**src/include/nfh_regs.svh**
```systemverilog
/*
 * timing constants for the host-side nand sequencer (nfh).
 * assumes a 20 MHz clk; counts derive from ns/us figures.
 */
`ifndef NFH_REGS_SVH
`define NFH_REGS_SVH

`define NFH_CLK_PERIOD_NS 50
// write_high_to_busy_time, ns, longest
`define NFH_WB_NS 100
`define NFH_WB_CYC ((`NFH_WB_NS + `NFH_CLK_PERIOD_NS - 1) / `NFH_CLK_PERIOD_NS)
// address_to_data_gap, ns, least
`define NFH_ADL_NS 70
`define NFH_ADL_CYC ((`NFH_ADL_NS + `NFH_CLK_PERIOD_NS - 1) / `NFH_CLK_PERIOD_NS)
// write cycle half period, ns, least (50 ns cycle)
`define NFH_WC_NS 25
`define NFH_WC_CYC ((`NFH_WC_NS + `NFH_CLK_PERIOD_NS - 1) / `NFH_CLK_PERIOD_NS)
// reset busy at power-up, us
`define NFH_RST_US 1000
`define NFH_RST_CYC (`NFH_RST_US * 1000 / `NFH_CLK_PERIOD_NS)
// partial_program_limit
`define NFH_NOP_MAX 4
// spare-area marker of a good block
`define NFH_GOOD_MARK 8'h00_FF
// command codes
`define NFH_CMD_RESET 8'h00_FF
`define NFH_CMD_STATUS 8'h00_70
// status ready bit position
`define NFH_ST_RDY 5
`define NFH_ST_FAIL 0

`endif

```
**src/include/nfh_pkg.sv**
```systemverilog
/*
 * types for the host-side nand sequencer.
 * assumes nfh_regs.svh is included by the design file.
 */
package nfh_pkg;
	typedef enum logic [1:0] {
		NFH_PH_CMD,
		NFH_PH_ADDR,
		NFH_PH_DATA,
		NFH_PH_END
	} nfh_phase_t;
endpackage

```
**src/rtl/nfh_host.sv**
```systemverilog
/*
 * host controller that drives an 8-bit async nand flash over its pins.
 * user side issues one cycle at a time (command, address, data write, data read).
 * assumes ready_busy_out arrives asynchronously; io is a split tri-state bus.
 */
// Overview of operation
// - no command within busy assert window
// - at most 4 partial programs per page; nfh_host counts only the latest programmed page
// - 70 ns address to data gap
// - scan markers before program or erase
// - check status after program and erase
// - host applies ecc per 528 bytes; nfh_host itself has no ecc logic
// - first command reset, then wait
`include "nfh_regs.svh"

module nfh_host import nfh_pkg::*; #(
	parameter int RST_WAIT_CYC = `NFH_RST_CYC
) (
	// clock and reset
	input wire logic clk,
	input wire logic rst,
	// user request
	input wire logic req_valid,
	input wire nfh_phase_t req_phase,
	input wire logic req_read,
	input wire logic [7:0] req_data,
	output logic req_ready,
	output logic [7:0] rsp_data,
	output logic rsp_valid,
	output logic bad_mark,
	output logic op_fail,
	output logic init_done,
	// flash pins
	output logic ce_n,
	output logic cle,
	output logic ale,
	output logic we_n,
	output logic re_n,
	output logic wp_n,
	input wire logic [7:0] io_in,
	output logic [7:0] io_out,
	output logic io_oe,
	input wire logic ready_busy_out
);
	typedef enum logic [2:0] {
		NFH_S_PWR,
		NFH_S_IDLE,
		NFH_S_LOW,
		NFH_S_HIGH,
		NFH_S_WB,
		NFH_S_WAIT
	} nfh_state_t;

	// rb passes three flops; change counts once second and third agree
	logic rb1_q, rb2_q, rb3_q, rb_q;
	logic rb1_d, rb2_d, rb3_d, rb_d;
	nfh_state_t st_q, st_d;
	logic [31:0] cnt_q, cnt_d;
	logic ce_n_q, cle_q, ale_q, we_n_q, re_n_q, io_oe_q, ready_q, rv_q, bad_q, fail_q, init_q, rst_sent_q;
	logic ce_n_d, cle_d, ale_d, we_n_d, re_n_d, io_oe_d, ready_d, rv_d, bad_d, fail_d, init_d, rst_sent_d;
	logic [7:0] io_q, io_d, rsp_q, rsp_d;
	logic last_addr_q, last_addr_d, rd_q, rd_d, is_status_q, is_status_d;
	// partial program bookkeeping; only the latest programmed page is tracked
	logic [7:0] last_cmd_q, last_cmd_d;
	logic [15:0] row_q, row_d, pp_row_q, pp_row_d;
	logic [2:0] pp_cnt_q, pp_cnt_d;
	logic over_nop;

	function automatic logic starts_busy(input logic cl, input logic [7:0] v);
		// confirm commands that make the flash go busy
		return cl && (v == 8'h00_30 || v == 8'h00_31 || v == 8'h00_10 || v == 8'h00_15 ||
			v == 8'h00_D0 || v == 8'h00_35 || v == 8'h00_3F || v == `NFH_CMD_RESET ||
			v == 8'h00_EE || v == 8'h00_EF);
	endfunction

	always_comb begin
		rb1_d = ready_busy_out;
		rb2_d = rb1_q;
		rb3_d = rb2_q;
		rb_d = (rb2_q == rb3_q) ? rb3_q : rb_q;
		st_d = st_q;
		cnt_d = (cnt_q != 0) ? cnt_q - 32'd1 : cnt_q;
		ce_n_d = ce_n_q;
		cle_d = cle_q;
		ale_d = ale_q;
		we_n_d = we_n_q;
		re_n_d = re_n_q;
		io_oe_d = io_oe_q;
		io_d = io_q;
		ready_d = 1'b0;
		rv_d = 1'b0;
		rsp_d = rsp_q;
		bad_d = bad_q;
		fail_d = fail_q;
		init_d = init_q;
		rst_sent_d = rst_sent_q;
		last_addr_d = last_addr_q;
		rd_d = rd_q;
		is_status_d = is_status_q;
		last_cmd_d = last_cmd_q;
		row_d = row_q;
		pp_row_d = pp_row_q;
		pp_cnt_d = pp_cnt_q;
		// program confirm that would exceed the partial program count on this page
		over_nop = (req_phase == NFH_PH_CMD) && (req_data == 8'h00_10) && (last_cmd_q == 8'h00_80) &&
			(pp_row_q == row_q) && (pp_cnt_q == 3'(`NFH_NOP_MAX));
		unique case (st_q)
			NFH_S_PWR: begin
				// first command is reset once rb is high
				if (rb_q && !rst_sent_q) begin
					ce_n_d = 1'b0;
					cle_d = 1'b1;
					io_d = `NFH_CMD_RESET;
					io_oe_d = 1'b1;
					we_n_d = 1'b0;
					rd_d = 1'b0;
					rst_sent_d = 1'b1;
					cnt_d = 32'(`NFH_WC_CYC);
					st_d = NFH_S_LOW;
				end
			end
			NFH_S_IDLE: begin
				ready_d = !req_valid;
				if (req_valid && cnt_q == 0) begin
					if (over_nop) begin
						// confirm dropped and flagged; next command clears the loaded page
						fail_d = 1'b1;
					end else begin
						ce_n_d = 1'b0;
						cle_d = (req_phase == NFH_PH_CMD);
						ale_d = (req_phase == NFH_PH_ADDR);
						rd_d = req_read;
						io_d = req_data;
						io_oe_d = !req_read;
						we_n_d = req_read;
						re_n_d = !req_read;
						is_status_d = (req_phase == NFH_PH_CMD && req_data == `NFH_CMD_STATUS) ? 1'b1 :
							(req_phase == NFH_PH_CMD) ? 1'b0 : is_status_q;
						cnt_d = 32'(`NFH_WC_CYC);
						st_d = NFH_S_LOW;
						if (req_phase == NFH_PH_CMD)
							last_cmd_d = req_data;
						// last two address bytes form the row
						if (req_phase == NFH_PH_ADDR)
							row_d = {row_q[7:0], req_data};
						// count programs of one page; another page restarts the count
						if (req_phase == NFH_PH_CMD && req_data == 8'h00_10 && last_cmd_q == 8'h00_80) begin
							pp_cnt_d = (pp_row_q == row_q) ? pp_cnt_q + 3'd1 : 3'd1;
							pp_row_d = row_q;
						end
						// erase confirm frees the pages again
						if (req_phase == NFH_PH_CMD && req_data == 8'h00_D0)
							pp_cnt_d = 3'd0;
					end
				end
			end
			NFH_S_LOW: if (cnt_q == 0) begin
				we_n_d = 1'b1;
				re_n_d = 1'b1;
				if (rd_q) begin
					rsp_d = io_in;
					rv_d = 1'b1;
					// spare marker other than ff flags bad block
					bad_d = (io_in != `NFH_GOOD_MARK);
					// pass/fail bit after program or erase
					if (is_status_q)
						fail_d = io_in[`NFH_ST_FAIL];
				end
				cnt_d = 32'(`NFH_WC_CYC);
				st_d = NFH_S_HIGH;
			end
			NFH_S_HIGH: if (cnt_q == 0) begin
				cle_d = 1'b0;
				ale_d = 1'b0;
				io_oe_d = 1'b0;
				// hold gap after last address before data
				last_addr_d = ale_q;
				cnt_d = ale_q ? 32'(`NFH_ADL_CYC) : 32'd0;
				if (starts_busy(cle_q, io_q)) begin
					// busy may not show yet; hold off new commands
					cnt_d = 32'(`NFH_WB_CYC);
					st_d = NFH_S_WB;
				end else begin
					st_d = rst_sent_q && init_q ? NFH_S_IDLE : NFH_S_WAIT;
				end
			end
			NFH_S_WB: if (cnt_q == 0) begin
				cnt_d = rst_sent_q && !init_q ? 32'(RST_WAIT_CYC) : 32'd0;
				st_d = NFH_S_WAIT;
			end
			NFH_S_WAIT: begin
				// wait ready after each busy period
				// power-up reset also sits out its fixed wait
				if (rb_q && cnt_q == 0) begin
					init_d = 1'b1;
					cnt_d = 32'd0;
					st_d = NFH_S_IDLE;
				end
			end
		endcase
	end

	always_ff @(posedge clk) begin
		if (rst) begin
			rb1_q <= 1'b0;
			rb2_q <= 1'b0;
			rb3_q <= 1'b0;
			rb_q <= 1'b0;
			st_q <= NFH_S_PWR;
			cnt_q <= 32'd0;
			ce_n_q <= 1'b1;
			cle_q <= 1'b0;
			ale_q <= 1'b0;
			we_n_q <= 1'b1;
			re_n_q <= 1'b1;
			io_oe_q <= 1'b0;
			io_q <= 8'h00_00;
			ready_q <= 1'b0;
			rv_q <= 1'b0;
			rsp_q <= 8'h00_00;
			bad_q <= 1'b0;
			fail_q <= 1'b0;
			init_q <= 1'b0;
			rst_sent_q <= 1'b0;
			last_addr_q <= 1'b0;
			rd_q <= 1'b0;
			is_status_q <= 1'b0;
			last_cmd_q <= 8'h00_00;
			row_q <= 16'h0000;
			pp_row_q <= 16'h0000;
			pp_cnt_q <= 3'h0;
		end else begin
			rb1_q <= rb1_d;
			rb2_q <= rb2_d;
			rb3_q <= rb3_d;
			rb_q <= rb_d;
			st_q <= st_d;
			cnt_q <= cnt_d;
			ce_n_q <= ce_n_d;
			cle_q <= cle_d;
			ale_q <= ale_d;
			we_n_q <= we_n_d;
			re_n_q <= re_n_d;
			io_oe_q <= io_oe_d;
			io_q <= io_d;
			ready_q <= ready_d;
			rv_q <= rv_d;
			rsp_q <= rsp_d;
			bad_q <= bad_d;
			fail_q <= fail_d;
			init_q <= init_d;
			rst_sent_q <= rst_sent_d;
			last_addr_q <= last_addr_d;
			rd_q <= rd_d;
			is_status_q <= is_status_d;
			last_cmd_q <= last_cmd_d;
			row_q <= row_d;
			pp_row_q <= pp_row_d;
			pp_cnt_q <= pp_cnt_d;
		end
	end

	// all outputs straight from flops; wp low until the power-up reset is sent, then high
	assign req_ready = ready_q;
	assign rsp_data = rsp_q;
	assign rsp_valid = rv_q;
	assign bad_mark = bad_q;
	assign op_fail = fail_q;
	assign init_done = init_q;
	assign ce_n = ce_n_q;
	assign cle = cle_q;
	assign ale = ale_q;
	assign we_n = we_n_q;
	assign re_n = re_n_q;
	assign wp_n = rst_sent_q;
	assign io_out = io_q;
	assign io_oe = io_oe_q;
endmodule // nfh_host

```
**config.mk**
```make
export PLATFORM = sky130hd
export DESIGN_NAME = nfh_host
export DESIGN_NICKNAME = d
export VERILOG_FILES = /design/src/include/nfh_pkg.sv /design/src/rtl/nfh_host.sv
export VERILOG_INCLUDE_DIRS = /design/src /design/src/include
export SDC_FILE = /design/constraint.sdc
export NUM_CORES = 1
export LEC_CHECK = 0
export BUFFER_PORTS_ARGS = -buffer_cell sky130_fd_sc_hd__buf_2
export CAP_MARGIN = 10
export CORE_UTILIZATION = 35
export CTS_CLUSTER_DIAMETER = 40
export DETAILED_ROUTE_END_ITERATION = 7
export PLACE_DENSITY = 0.59
export SYNTH_ARGS = -nofsm -noshare
export SYNTH_HDL_FRONTEND = slang
export SYNTH_SLANG_ARGS = --single-unit
```
**constraint.sdc**
```tcl
create_clock -name clk -period 3.3 [get_ports clk]
set_input_delay 0.495 -clock clk [delete_from_list [all_inputs] [get_ports clk]]
set_output_delay 0.495 -clock clk [all_outputs]
set_load 0.005 [all_outputs]
```
==> results.cfg <==
[run_status]
status = completed

[worst_setup_path]
path_delay_family = simple AND/OR/NAND/NOR gates
r2r_slack_ns = 0.45
worstPathArrival_ns = 3.10
start_kind = flop
crit_start = cnt_q[0]
cp.required_ns = 3.56
cp.depth = 10
reg2regPathDepth = 10
path_class = reg2reg
path_max_fanout = 33
rr_endpoint = cnt_q[22]
critical_path.cell_chain = inv_1 > ha_1 > nor4b_1 > and3_1 > and4_1 > inv_4 > buf_4 > nand3_1 > or4_1 > a211oi_1
cpPeakStageDelay_ns = 0.42
critPathSlowestCell = or4_1
critPathBufInv = 3
critPathCaptureType = flop
endpoint = cnt_q[22]
r2r-start = cnt_q[0]

[routing]
vias = 4960
route.detailed.drc = 0
drt_iter0_markers = 392
drt-vias-per-instance = 5.49
wl_per_cell_microns = 15.4
firstDrtPassIters = 4
antenna_left = 0
drt_wl_total_microns = 13900

[cells_and_area]
finalNetCount = 719
instances_no_fill = 904
final_common_cell = dfxtp_1
area_delta_synth_final_pct = 14.1
layout_common_cells = dfxtp_1, nand2_1, buf_2
nFillCells = 1555
multiInputGateArea_sq_mm = 0.00305
drive_above_1_share_pct = 15.3
regArea_sq_mm = 0.00224
n_antenna_cell = 0
final_core_util_pct = 41.4

[timing]
worst_slew_pin_slew_ns = 0.621
clock_skew_ns = 0.0122
finalHoldViolCount = 0
setup_violations = 0
rsz0062_at_grt = no
slew_headroom_pct = 58.3
slew_violations = 0
fin_tns_setup_ns = 0
fmax_mhz = 351
fin_ws_ns = 0.453
period_needed_ns = 2.85
fin_crit_sh_pct = 86.3

[yosys]
synth_flop_cell = dfxtp_1
netlist_instances = 653
yosys-top-cells-area = dfxtp_1, xor2_1, a21oi_1, mux2i_1, nand2_1
synth-seq-cells = 112
yosysWarnings = 0
yosysSeqAreaShare_pct = 40.4
synth_top_area_share_pct = 40.4
yosysTopAreaCell = dfxtp_1
syn_avg_cell_area_sq_um = 8.50
synth_cell_type_count = 64
async_flop_share_pct = 0
synth_edf_count = 0
syn_area_sq_mm = 0.00555
syn_nets = 684

[global_routing]
grt-ovfl-total = 0
grt_max_degree = 44
track_usage_pct = 18.0
grt_pass1_vias = 4679
antenna_found_initial = 0
grt_pass1_wl_microns = 23700

[clock_network]
cts_root_buffer = clkbuf_16
cts_hold_buffers = 0
clock_latency_ns = 0.36
cts-htree-levels = 3
cts-buffers-inserted = 9
cts_tree = built
cts.clk_slew.worst_paths_ns = 0.08
cts_num_sinks = 112
cts_resized = 0
cts_setup_buffers = 0
cts_max_path_buffers = 2

[place]
hpwl_microns = 9820
portBuffers = 50
place_inst = 888
gp_congestion = 0.833
dpl_worst_slack_ns = 0.485

[die]
initial_core_util_pct = 36.2
die_w_microns = 128
io_pins = 51
dieHeight_microns = 128
core-area_sq_mm = 0.0153
die_area_sq_mm = 0.0164
row_count = 45

[worst_hold_path]
min_path_type = in2reg
hold_path_depth = 2

[run]
drv_cap = 0

[power]
powerDensity_mw_per_mm2 = 703
ir_drop_mv = 0.303
cellLeakagePower_uw = 0.00248
-- flip-flops by register name (all words and copies together) (netlist names), 3 cells and up --
name,flops
io_out,8
last_cmd_q,8
cnt_q,32
pp_cnt_q,3
st_q,3
row_q,16
rsp_data,8
pp_row_q,16
-- cell families after synthesis --
family          Yosys count  share of synthesized area [%]
mux                      24                           4.35
simple gates            247                           23.3
compound gates          161                           19.4
fa+ha+maj                 8                           1.80
xor+xnor                 36                           5.68
buf+inv                  65                           5.03
flops                   112                           40.4
-- cells in the mapped netlist (3+ instances only) --
cell / number
inv_1: 19
nand2b_1: 7
o21ai_0: 40
a31oi_1: 5
xor2_1: 34
nand3_1: 42
a21o_1: 5
and4_1: 4
o211ai_1: 5
mux2i_1: 23
or3_1: 3
clkbuf_1: 30
nand2_1: 57
o31ai_1: 5
nor2_1: 30
ha_1: 8
dfxtp_1: 112
o211a_1: 3
nand4b_1: 5
nand4_1: 17
a211oi_1: 17
o221a_2: 8
buf_1: 4
nor4_1: 12
a21oi_1: 47
nor3_1: 35
o21a_1: 4
or4_1: 4
buf_2: 8
buf_6: 3
nor2b_1: 10
and2_1: 3
and3_1: 7
-- final cells by class --
| class | instances | share of cell area [%] |
|---|---|---|
| repair buffers | 69 | 6.40 |
| clock inverters | 5 | 0.770 |
| flip-flops and latches | 112 | 35.4 |
| multi-input cells | 476 | 48.2 |
| clock buffers | 11 | 3.83 |
| well taps | 211 | 4.17 |
| inverters | 20 | 1.22 |
-- where the power goes --
part           leakage (uW)  switching, uW  internal [uW]
logic               0.00143            984            659
registers          0.000906            188           1540
clock network      0.000144            536            549
total               0.00248           1710           2750
-- worst reg2reg max path, stage by stage (launching register included) --
cell and delay, ns:
dfxtp_1 0.40, inv_1 0.11, ha_1 0.20, nor4b_1 0.14, and3_1 0.22, and4_1 0.28
inv_4 0.16, buf_4 0.35, nand3_1 0.20, or4_1 0.43, a211oi_1 0.27
-- metrics by stage --
step           total power, uW  area [sq um]  hold slack (ns)
2_1_floorplan             3040          5550            0.414
3_3_place_gp              3330          6040            0.422
3_5_place_dp              3380          6040            0.431
4_1_cts                   4480          6330            0.361
5_1_grt                   4780          6330            0.384
6_report                  4450          6330            0.365
-- metal layers --
layer,vias up,GRT usage (%),part of all wire [%]
met5,-,0,0
met2,104,28.4,46
met4,0,4.91,1.3
li1,2457,-,-
met1,2382,24.6,48
met3,17,3.96,4.6
-- worst min path at each step --
stage                         from          end  slack [ns]
finish              ready_busy_out        rb1_q        0.37
global route              io_in[4]  rsp_data[4]        0.38
CTS                 ready_busy_out        rb1_q        0.36
detailed placement           rb1_q        rb2_q        0.43
global placement             rb1_q        rb2_q        0.42
floorplan                    rb1_q        rb2_q        0.41
(Power assumes the default switching activity.)
